<file path="config.mk">
export PLATFORM = sky130hd
export DESIGN_NAME = opo_regs
export DESIGN_NICKNAME = d
export VERILOG_FILES = /design/src/rtl/opo_pkg.sv /design/src/rtl/opo_regs.sv
export SDC_FILE = /design/constraint.sdc
export NUM_CORES = 1
export LEC_CHECK = 0
export BUFFER_PORTS_ARGS = -buffer_cell sky130_fd_sc_hd__buf_2
export CORE_ASPECT_RATIO = 1.5
export CORE_MARGIN = 3
export CORE_UTILIZATION = 45
export DETAILED_ROUTE_END_ITERATION = 10
export MAX_ROUTING_LAYER = met4
export PLACE_DENSITY = 0.74
export SYNTH_ARGS = -nofsm -noshare
export SYNTH_HDL_FRONTEND = slang
export SYNTH_SLANG_ARGS = --single-unit
</file>
<file path="constraint.sdc">
create_clock -name pclk -period 3.6 [get_ports pclk]
set_input_delay 0.72 -clock pclk [delete_from_list [all_inputs] [get_ports pclk]]
set_output_delay 0.72 -clock pclk [all_outputs]
set_load 0.05 [all_outputs]
</file>
<file path="src/rtl/opo_pkg.sv">
// Package: register map, field layout and constants of the phase offset register slice
//
// What this block does
// RULE_01: Software writes zeros into bits 7 to 4 of the offset control register.
// RULE_02: Offset enable bit 3 high applies the programmed phase shift to outputs.
// RULE_03: Offset control bits 2 to 0 form offset word bits 10 down to 8.
// RULE_04: The second delay register forms offset word bits 7 down to 0.
// RULE_05: Each offset word unit shifts derived clocks by one 60 ns step.
// RULE_06: Read-only eight-bit revision register returns the revision; writes do nothing.
// RULE_07: With enable low the stored word is ignored and no shift applies.
package opo_pkg;

    // ****************************************
    // Register map
    // ****************************************
    // Printed offsets are not all multiples of four: they are indices, byte address = 4 * index
    localparam logic [3:0] OPO_IDX_CONTROL = 4'h6;
    localparam logic [3:0] OPO_IDX_COUNT_LOW = 4'h7;
    localparam logic [3:0] OPO_IDX_REVISION = 4'hF;
    localparam int OPO_ADDR_W = 12;

    // ****************************************
    // Field layout and reset values
    // ****************************************
    localparam int OPO_ENABLE_BIT = 3;
    localparam int OPO_HIGH_MSB = 2;
    localparam int OPO_RSV_LSB = 4;
    localparam int OPO_WORD_W = 11;
    localparam logic [7:0] OPO_CONTROL_RESET = 8'h00;
    localparam logic [7:0] OPO_COUNT_LOW_RESET = 8'h00;
    // Arbitrary neutral revision value
    localparam logic [7:0] OPO_REVISION_DEFAULT = 8'h01;

    // ****************************************
    // Step timing
    // ****************************************
    localparam int OPO_STEP_NS = 60;
    localparam int OPO_CLK_PERIOD_NS = 4;
    localparam int OPO_STEP_CYCLES = OPO_STEP_NS / OPO_CLK_PERIOD_NS;

    // Phase offset handed to the clock generator
    typedef struct packed {
        logic enable;
        logic [10:0] count;
    } opo_offset_type;

    // Converts an index to its APB byte address
    function automatic logic [11:0] opo_byte_addr(input logic [3:0] idx);
        opo_byte_addr = {6'h00, idx, 2'h0};
    endfunction

endpackage

</file>
<file path="src/rtl/opo_regs.sv">
// Module: APB register slice holding the output phase offset and revision word
`timescale 1ns/10ps
module opo_regs import opo_pkg::*; #(
    parameter logic [7:0] REVISION = OPO_REVISION_DEFAULT
) (
    // Clock and reset
    input wire logic pclk,
    input wire logic presetn,
    // APB slave
    input wire logic psel,
    input wire logic penable,
    input wire logic pwrite,
    input wire logic [11:0] paddr,
    input wire logic [31:0] pwdata,
    input wire logic [3:0] pstrb,
    output logic [31:0] prdata,
    output logic pready,
    output logic pslverr,
    // Offset to the output clock generator
    output opo_offset_type applied_offset,
    output logic [15:0] applied_shift_cycles
);

    // ****************************************
    // Address decode
    // ****************************************
    logic [7:0] control_ff;
    logic [7:0] count_low_ff;
    logic [31:0] nxt_prdata;
    logic [7:0] nxt_control;
    logic [7:0] nxt_count_low;
    opo_offset_type nxt_offset;
    logic [15:0] nxt_shift;

    wire access = psel && penable;
    wire wr = access && pwrite && pstrb[0];
    wire hit_control = paddr == opo_byte_addr(OPO_IDX_CONTROL);
    wire hit_low = paddr == opo_byte_addr(OPO_IDX_COUNT_LOW);
    wire hit_rev = paddr == opo_byte_addr(OPO_IDX_REVISION);
    wire mapped = hit_control || hit_low || hit_rev;
    wire [10:0] word = {control_ff[OPO_HIGH_MSB:0], count_low_ff}; // RULE_03 RULE_04
    wire enable = control_ff[OPO_ENABLE_BIT];

    // Zero wait states; unmapped addresses answer with an error
    assign pready = 1'b1;
    assign pslverr = access && !mapped;

    // Reserved bits forced to zero so a careless write cannot reach them
    assign nxt_control = (wr && hit_control) ?
        {4'h0, pwdata[OPO_RSV_LSB-1:0]} : control_ff; // RULE_01
    assign nxt_count_low = (wr && hit_low) ? pwdata[7:0] : count_low_ff;
    // Revision has no storage, so writes to it fall away
    // Read data is captured in the setup cycle so it already stands in the access cycle
    assign nxt_prdata = !(psel && !penable && !pwrite) ? prdata :
        hit_control ? {24'h0, control_ff} :
        hit_low ? {24'h0, count_low_ff} :
        hit_rev ? {24'h0, REVISION} : // RULE_06
        32'h0;

    // Disabled offset drives a zero word so no shift is applied
    assign nxt_offset.enable = enable; // RULE_02
    assign nxt_offset.count = enable ? word : 11'h000; // RULE_07
    // One unit equals one 60 ns step of pclk cycles
    assign nxt_shift = enable ? 16'(word) * 16'(OPO_STEP_CYCLES) : 16'h0000; // RULE_05

    // ****************************************
    // Registers
    // ****************************************
    always_ff @(posedge pclk or negedge presetn) begin
        if (!presetn) begin
            control_ff <= OPO_CONTROL_RESET;
            count_low_ff <= OPO_COUNT_LOW_RESET;
            prdata <= 32'h0000_0000;
            applied_offset <= '0;
            applied_shift_cycles <= 16'h0000;
        end else begin
            control_ff <= nxt_control;
            count_low_ff <= nxt_count_low;
            prdata <= nxt_prdata;
            applied_offset <= nxt_offset;
            applied_shift_cycles <= nxt_shift;
        end
    end
endmodule

</file>
# Word-level counts from Yosys, hierarchy flattened
# Cells that the tools add are included.
# op_classes
multipliers	1
eq_ne	3
mux	5
n_reduce_logical	13
# ops
operator	n
$eq 12x5->1 const B	2
$mux 8	2
$mul 11x4->15 const B	1
$mux 15	1
$eq 12x6->1 const B	1
$mux 11	1
$logic_and 1x1->1	8
$logic_not 1->1	3
$logic_or 1x1->1	2
$mux 1	1
# word_totals
register_bits	71
inputBits	53
output_inout_bits	62

# Longest topological paths before layout
# Gate-level depths: netlist of run 1.
# logic_depth
ltp_word	5
depth_mapped	10
depth_no_buf	10

# Worst setup path after synthesis of run 1
# No wires, ideal clock.
# synth_timing
path_type	register to register
startpoint	register count_low_ff[4]
endpoint	register applied_shift_cycles[10]
setup_ps	120
t_arrival_ps	2860
required_ps	3480
slack_ps	621
path_stages_with_launch	11
path_buffers	0
synth_period_minus_slack_ps	2979
cell_sequence	dfrtp_1 inv_1 fa_1 fa_1 inv_1 ha_1 a21o_1 a21oi_1 a21oi_1 or3_1 and3_1
# synth_via
elab_chain_len	2
# synth_lines
item	line_no	rtl
start, declared	opo_regs.sv:28	logic [7:0] count_low_ff;
start signal, assigned	opo_regs.sv:78	count_low_ff <= nxt_count_low;
$mul 11x4->15	opo_regs.sv:64	assign nxt_shift = enable ? 16'(word) * 16'(OPO_STEP_CYCLES) : 16'h0000;
$mux 15	opo_regs.sv:64	
net nxt_shift[10]	opo_regs.sv:33	logic [15:0] nxt_shift;
end signal, assigned	opo_regs.sv:81	applied_shift_cycles <= nxt_shift;
end, declared	opo_regs.sv:21	output logic [15:0] applied_shift_cycles
# The timed path passes the listed nets, and every way through them passes these cells.
# A chain may end at the register's enable or synchronous reset.

# Final worst setup path of run 1
# layout_timing
startpoint	register count_low_ff[1]
endpoint	register applied_shift_cycles[14]
# The elaborated chain is that of the path after synthesis.

==> impl_metrics.tcl, run 1 <==
set metrics [dict create \
    drc_errors 0 \
    hold_class "flip-flop to flip-flop" \
    syn_inst 270 \
    status "finished clean" \
    drive_above_1_share_pct 27.8 \
    grt-ovfl-total 0 \
    rows 35 \
    portBuffers 61 \
    via_per_inst 4.99 \
    crit_arrival_ps 3500 \
    postRouteAntennaNets 0 \
    holdCritStartpoint "prdata[0]" \
    ys_types 44 \
    synth.cell_area_mm2 0.00299 \
    timing.critical_path.buf_inv 2 \
    clk_pin_slew_ps 90 \
    report.final.slew_viol_count 0 \
    wire_per_inst_um 13.3 \
    cpMaxStageDelayCell "fa_1" \
    layout_min_cycle_time_ps 3280 \
    required_ps 3830 \
    r2r_end "applied_shift_cycles[14]" \
    max-vdd-ir-drop_uv 114 \
    leakage_nw 1.90 \
    core_area_mm2 0.00631 \
    die_x_um 72.5 \
    cts.path.max_buffers 2 \
    cts-root-buf "clkbuf_8" \
    antenna_found_initial 0 \
    cts_buffers 5 \
    worstHoldPathCells 2 \
    crit_path_max_fanout 6 \
    synth_edf_count 0 \
    gr-usage-all-layers_pct 15.4 \
    dr.pass1.iters 4 \
    ys_warn_count 0 \
    synth_seq_cells 46 \
    crit_family "adder cells" \
    path_cells "inv_1 -> fa_1 -> fa_1 -> inv_1 -> ha_1 -> nor2b_1 -> o2111ai_1 -> a21boi_0 -> a211oi_2 -> mux2i_1" \
    r2r_cells 10 \
    crit_path_end_kind "flip-flop" \
    dpl_worst_slack_ps 132 \
    worstMarginPinSlew_ps 969 \
    first_global_vias 2094 \
    dieArea_mm2 0.00767 \
    post-route-period-util_pct 91.0 \
    dp_hpwl_um 4460 \
    path_class "flip-flop to flip-flop" \
    timing.final.hold_violations 0 \
    post_cts_buffers 0 \
    synth_flop_cell "dfrtp_1" \
    hold_end "prdata[0]" \
    r2r_slack_ps 320 \
    h-tree-depth 2 \
    synth_top_area_cell "dfrtp_1" \
    synth_most_common_cell "dfrtp_1" \
    drt_wl_total_um 5440 \
    cts_tree "yes" \
    ys_seq_area_share_pct 38.5 \
    synth_area_per_cell_um2 11.1 \
    cts.sinks 46 \
    tns_ps 0 \
    regToRegStartpoint "count_low_ff[1]" \
    area.growth.synth_to_final_pct 13.2 \
    synth_top_area_share_pct 38.5 \
    power_density_mw_per_mm2 276 \
    grt_max_degree 47 \
    max_stage_delay_ps 530 \
    grt_pass1_wl_um 9070 \
    synth.area.top_cells "dfrtp_1 39%, fa_1 13%, ha_1 7.5%" \
    start_util_pct 47.4 \
    cts.hold.buffers_added 0 \
    yosys-top-cells-count "46 x dfrtp_1, 33 x inv_1, 27 x buf_4, 19 x fa_1, 18 x ha_1" \
    slew_headroom_pct 35.4 \
    ios 115 \
    first_iter_violations 70 \
    max-cap-violations 0 \
    place_congestion 0.876 \
    crit_cells 10 \
    start_kind "flip-flop" \
    die_h_um 106 \
    clock_skew_ps 4.64 \
    clock_latency_ps 300 \
    clock.fmax_mhz 305 \
    vias 2040 \
    setup_ws_ps 324 \
    async_reset_ff_share_pct 100 \
    layout.nets 424 \
    rsz0062_at_grt "false" \
    antenna_cells 0 \
    setup_viol 0 \
]
routing by layer:
metal,up-vias,wire length (µm),global-route usage [%]
li1,972,-,-
met1,1007,1900,15.4
met2,52,3200,28.4
met3,9,211,2.39
met4,0,140,6.60
met5,-,0,-
cell usage in the layout (no fill, tap or decap), types with 4 or more instances in the layout:
| cell | count |
|---|---|
| and2_1 | 17 |
| o21ai_0 | 6 |
| dfrtp_1 | 46 |
| inv_1 | 33 |
| conb_1 | 26 |
| a22o_1 | 4 |
| nand2b_1 | 4 |
| a21oi_1 | 9 |
| mux2_2 | 12 |
| nand2_1 | 10 |
| a21o_1 | 5 |
| buf_2 | 61 |
| fa_1 | 19 |
| mux2i_1 | 4 |
| ha_1 | 18 |
| clkbuf_8 | 5 |
registers in the layout, summed over array words and instances (netlist names):
| name | count |
|---|---|
| applied_offset | 12 |
| applied_shift_cycles | 14 |
| control_ff | 4 |
| count_low_ff | 8 |
| prdata | 8 |
tightest hold or removal path, stage by stage, from the launching register on:
cell and delay (ps):
dfrtp_1 350, nand2_1 50, o31ai_1 60
cell type report:
| cell class | count | area [µm²] |
|---|---|---|
| clock inverter | 3 | 23.8 |
| sequential | 46 | 1150 |
| clock buffer | 5 | 68.8 |
| timing repair buffer | 64 | 328 |
| multi-input combinational | 184 | 1590 |
| tap | 74 | 92.6 |
| fill | 582 | 2920 |
| inverter | 33 | 124 |
through the flow:
step	std cells	total power, mW	hold WS (ps)	cell area [µm²]	util [%]
after floorplan	294	0.617	409	3080	-
after global placement	401	0.622	461	3280	52.0
after detailed placement	401	0.624	478	3280	52.0
after CTS	409	0.945	498	3370	53.5
after global routing	409	0.975	539	3380	53.6
final	409	0.933	496	3380	53.6
logic make-up after synthesis:
group           count (synthesis)  synth area share, %
mux                            16                 5.86
compound gates                 38                 8.63
fa+ha+maj                      37                 20.3
other cells                     2                0.251
simple gates                   64                 14.2
xor+xnor                        3                0.880
buf+inv                        64                 11.4
flops                          46                 38.5
power breakdown:
part	internal (mW)	total [mW]	leakage [nW]	switching [mW]
Combinational	0.0131	0.0961	1.21	0.0830
Clock	0.139	0.320	0.0408	0.182
Sequential	0.516	0.516	0.643	0.000170
worst max path at each step:
stage / startpoint / to / slack [ps]
after CTS: count_low_ff[4] / applied_shift_cycles[14] / 130
after floorplan: count_low_ff[4] / applied_shift_cycles[10] / 620
after global placement: count_low_ff[5] / applied_shift_cycles[14] / 250
after global routing: count_low_ff[1] / applied_shift_cycles[14] / 70
after detailed placement: count_low_ff[4] / applied_shift_cycles[14] / 130
final: count_low_ff[1] / applied_shift_cycles[14] / 320
what timing repair did:
item / in CTS / in global routing
endpoints found under the setup margin: 0 / 1
gates resized for setup: 0 / 2
endpoints found under the hold margin: 0 / 0
Note: power is estimated with default switching activity, not from simulation.
==> inputs of run 2 (changes only) <==
- ABC_AREA: default -> 1
- CORE_UTILIZATION: 45 -> 51
- PLACE_DENSITY: 0.74 -> 0.81
==> run 2 against run 1 <==
Compared with the run above:
- synthesized cell count rose by 52%
- cell area up 7.4%
- via count up 24%
- largest cell class unchanged
==> impl_metrics.tcl, run 2 <==
set metrics [dict create \
    status "finished clean" \
    dp_hpwl_um 5040 \
    place_congestion 0.845 \
    h-tree-depth 2 \
    synth_top_area_share_pct 35.0 \
    wire_per_inst_um 11.2 \
    cts-root-buf "clkbuf_8" \
    rsz0062_at_grt "false" \
    clock_skew_ps 6.84 \
    crit_arrival_ps 3110 \
    synth_compound_area_share_pct 4.87 \
    antenna_cells 0 \
    yosys.area_share.simple_pct 23.1 \
    power_density_mw_per_mm2 257 \
    synth_edf_count 0 \
    start_util_pct 52.9 \
    cts.path.max_buffers 2 \
    largest-register "applied_shift_cycles" \
    start_kind "flip-flop" \
    clock_latency_ps 290 \
    grt-ovfl-total 0 \
    gr-usage-all-layers_pct 17.6 \
    worstMarginPinSlew_ps 1020 \
    antenna_found_initial 0 \
    rows 35 \
    synth_top_area_cell "dfrtp_1" \
    synthAdderAreaFrac_pct 18.4 \
    largestRegisters "applied_shift_cycles: 14 flops, applied_offset: 12 flops" \
    grt_pass1_wl_um 10300 \
    synth_most_common_cell "nand2_1" \
    synth_xor_area_share_pct 0.799 \
    cts.sinks 46 \
    crit_path_end_kind "flip-flop" \
    cts.repair.resized 0 \
    syn_inst 410 \
    post-route-period-util_pct 81.2 \
    final_cell_mix "104 x nand2_1, 90 x inv_1, 61 x buf_2" \
    cts.hold.buffers_added 0 \
    grt_max_degree 47 \
    postRouteAntennaNets 0 \
    muxShareOfSynthArea_pct 0 \
    vias 2534 \
    ios 115 \
    synth_top_family_by_area "simple AND/OR/NAND/NOR gates" \
    synth_area_per_cell_um2 8.02 \
    first_iter_violations 120 \
    report.final.slew_viol_count 0 \
    fin_area_mm2 0.00363 \
    ys_seq_area_share_pct 35.0 \
    area.growth.synth_to_final_pct 10.4 \
    post_cts_buffers 0 \
    synth_seq_cells 46 \
    yosys-top-cells-count "104 x nand2_1, 90 x inv_1, 46 x dfrtp_1, 37 x nor2_1, 27 x buf_4" \
    ys_types 32 \
    via_per_inst 4.64 \
    clk_pin_slew_ps 80 \
    dieArea_mm2 0.00747 \
    portBuffers 61 \
    required_ps 3790 \
    first_global_vias 2387 \
    drc_errors 0 \
    drt_wl_total_um 6140 \
    cts_tree "yes" \
    timing.final.hold_violations 0 \
    max-vdd-ir-drop_uv 163 \
    synth_flop_cell "dfrtp_1" \
    crit_path_max_fanout 6 \
    synth.area.top_cells "dfrtp_1 35%, nand2_1 12%, fa_1 12%" \
    hold_class "flip-flop to flip-flop" \
    layout_min_cycle_time_ps 2920 \
    die_h_um 104 \
    ys_warn_count 0 \
    fillerInstances 572 \
    die_x_um 71.6 \
    drive_above_1_share_pct 18.2 \
    leakage_nw 2.32 \
    layout_commonest_cell "nand2_1" \
    max-cap-violations 0 \
    core_area_mm2 0.00622 \
    tns_ps 0 \
    largest_register_ffs 14 \
    dr.pass1.iters 4 \
    path_class "flip-flop to flip-flop" \
    layout.nets 562 \
    clock.fmax_mhz 342 \
    async_reset_ff_share_pct 100 \
    postPlaceCellArea_mm2 0.00355 \
    synth.cell_area_mm2 0.00329 \
    cts_buffers 5 \
    slew_headroom_pct 31.9 \
    setup_viol 0 \
]
## run 2: changes by cell type in the layout (fill, tap and decap cells not counted), sizes merged, moves of 5 or more
cell | previous run | this run
nand2 | 11 | 105
inv | 34 | 91
nor2 | 4 | 39
nand3 | 3 | 24
and2 | 20 | 0
mux2 | 12 | 0
a21o | 5 | 0
## run 2: through the flow
stage	hold WS (ps)	power (mW)	utilization [%]	instances	setup WS [ps]
6_report	474	0.932	58.4	546	678
5_1_grt	509	0.979	58.4	546	427
4_1_cts	466	0.946	58.4	546	680
3_5_place_dp	449	0.647	57.1	539	695
3_3_place_gp	439	0.645	57.1	539	766
2_1_floorplan	424	0.639	-	434	709
## run 2: final cells by class
class / count / area [µm²] / area share (%)
clock inverters: 2 / 10.0 / 0.276
well taps: 74 / 92.6 / 2.55
flip-flops and latches: 46 / 1150 / 31.7
repair buffers: 62 / 313 / 8.61
inverters: 92 / 345 / 9.51
multi-input cells: 265 / 1650 / 45.5
clock buffers: 5 / 68.8 / 1.90
## run 2: worst paths after layout
check	startpoint	to	slack (ps)	cells after the start
setup / recovery	control_ff[1]	applied_shift_cycles[14]	680	14
hold / removal	count_low_ff[5]	applied_offset[5]	470	2
setup reg to reg	control_ff[1]	applied_shift_cycles[14]	680	14
hold reg to reg	count_low_ff[5]	applied_offset[5]	470	2
max in group asynchronous	presetn	prdata[7]	2370	1
min in group asynchronous	presetn	applied_shift_cycles[9]	600	1
## run 2: power by group
| part | total (mW) | switching, mW | internal (mW) |
|---|---|---|---|
| registers | 0.519 | 0.000800 | 0.518 |
| logic | 0.117 | 0.0976 | 0.0189 |
| clock network | 0.296 | 0.166 | 0.131 |
## run 2: worst max-delay path, stage by stage (launching register included)
cell and delay [ps]:
dfrtp_1 500, inv_1 200, fa_1 520, fa_1 520, inv_1 40, ha_1 340
nand2_1 110, nor2_1 150, inv_1 60, nor2_1 80, nand2_1 90, nand3_1 80
nand2_1 50, inv_1 50, nor2_1 30
## run 2: layer usage
metal	vias to the layer above	share of wire, %	track usage, %
met5	-	0	-
met4	0	1.6	5.65
met3	10	4.3	2.51
met2	65	57	32.7
met1	1172	37	18.5
li1	1287	-	-
## run 2: cell families (layout without fill, tap and decap cells)
kind of cell	after synthesis	count (layout)
other	2	26
and+or+nand+nor	175	175
DFF	46	46
buffers and inverters	123	161
xor gates and xnor gates	3	3
adders and majority gates	37	37
AOI/OAI and AO/OA	24	24
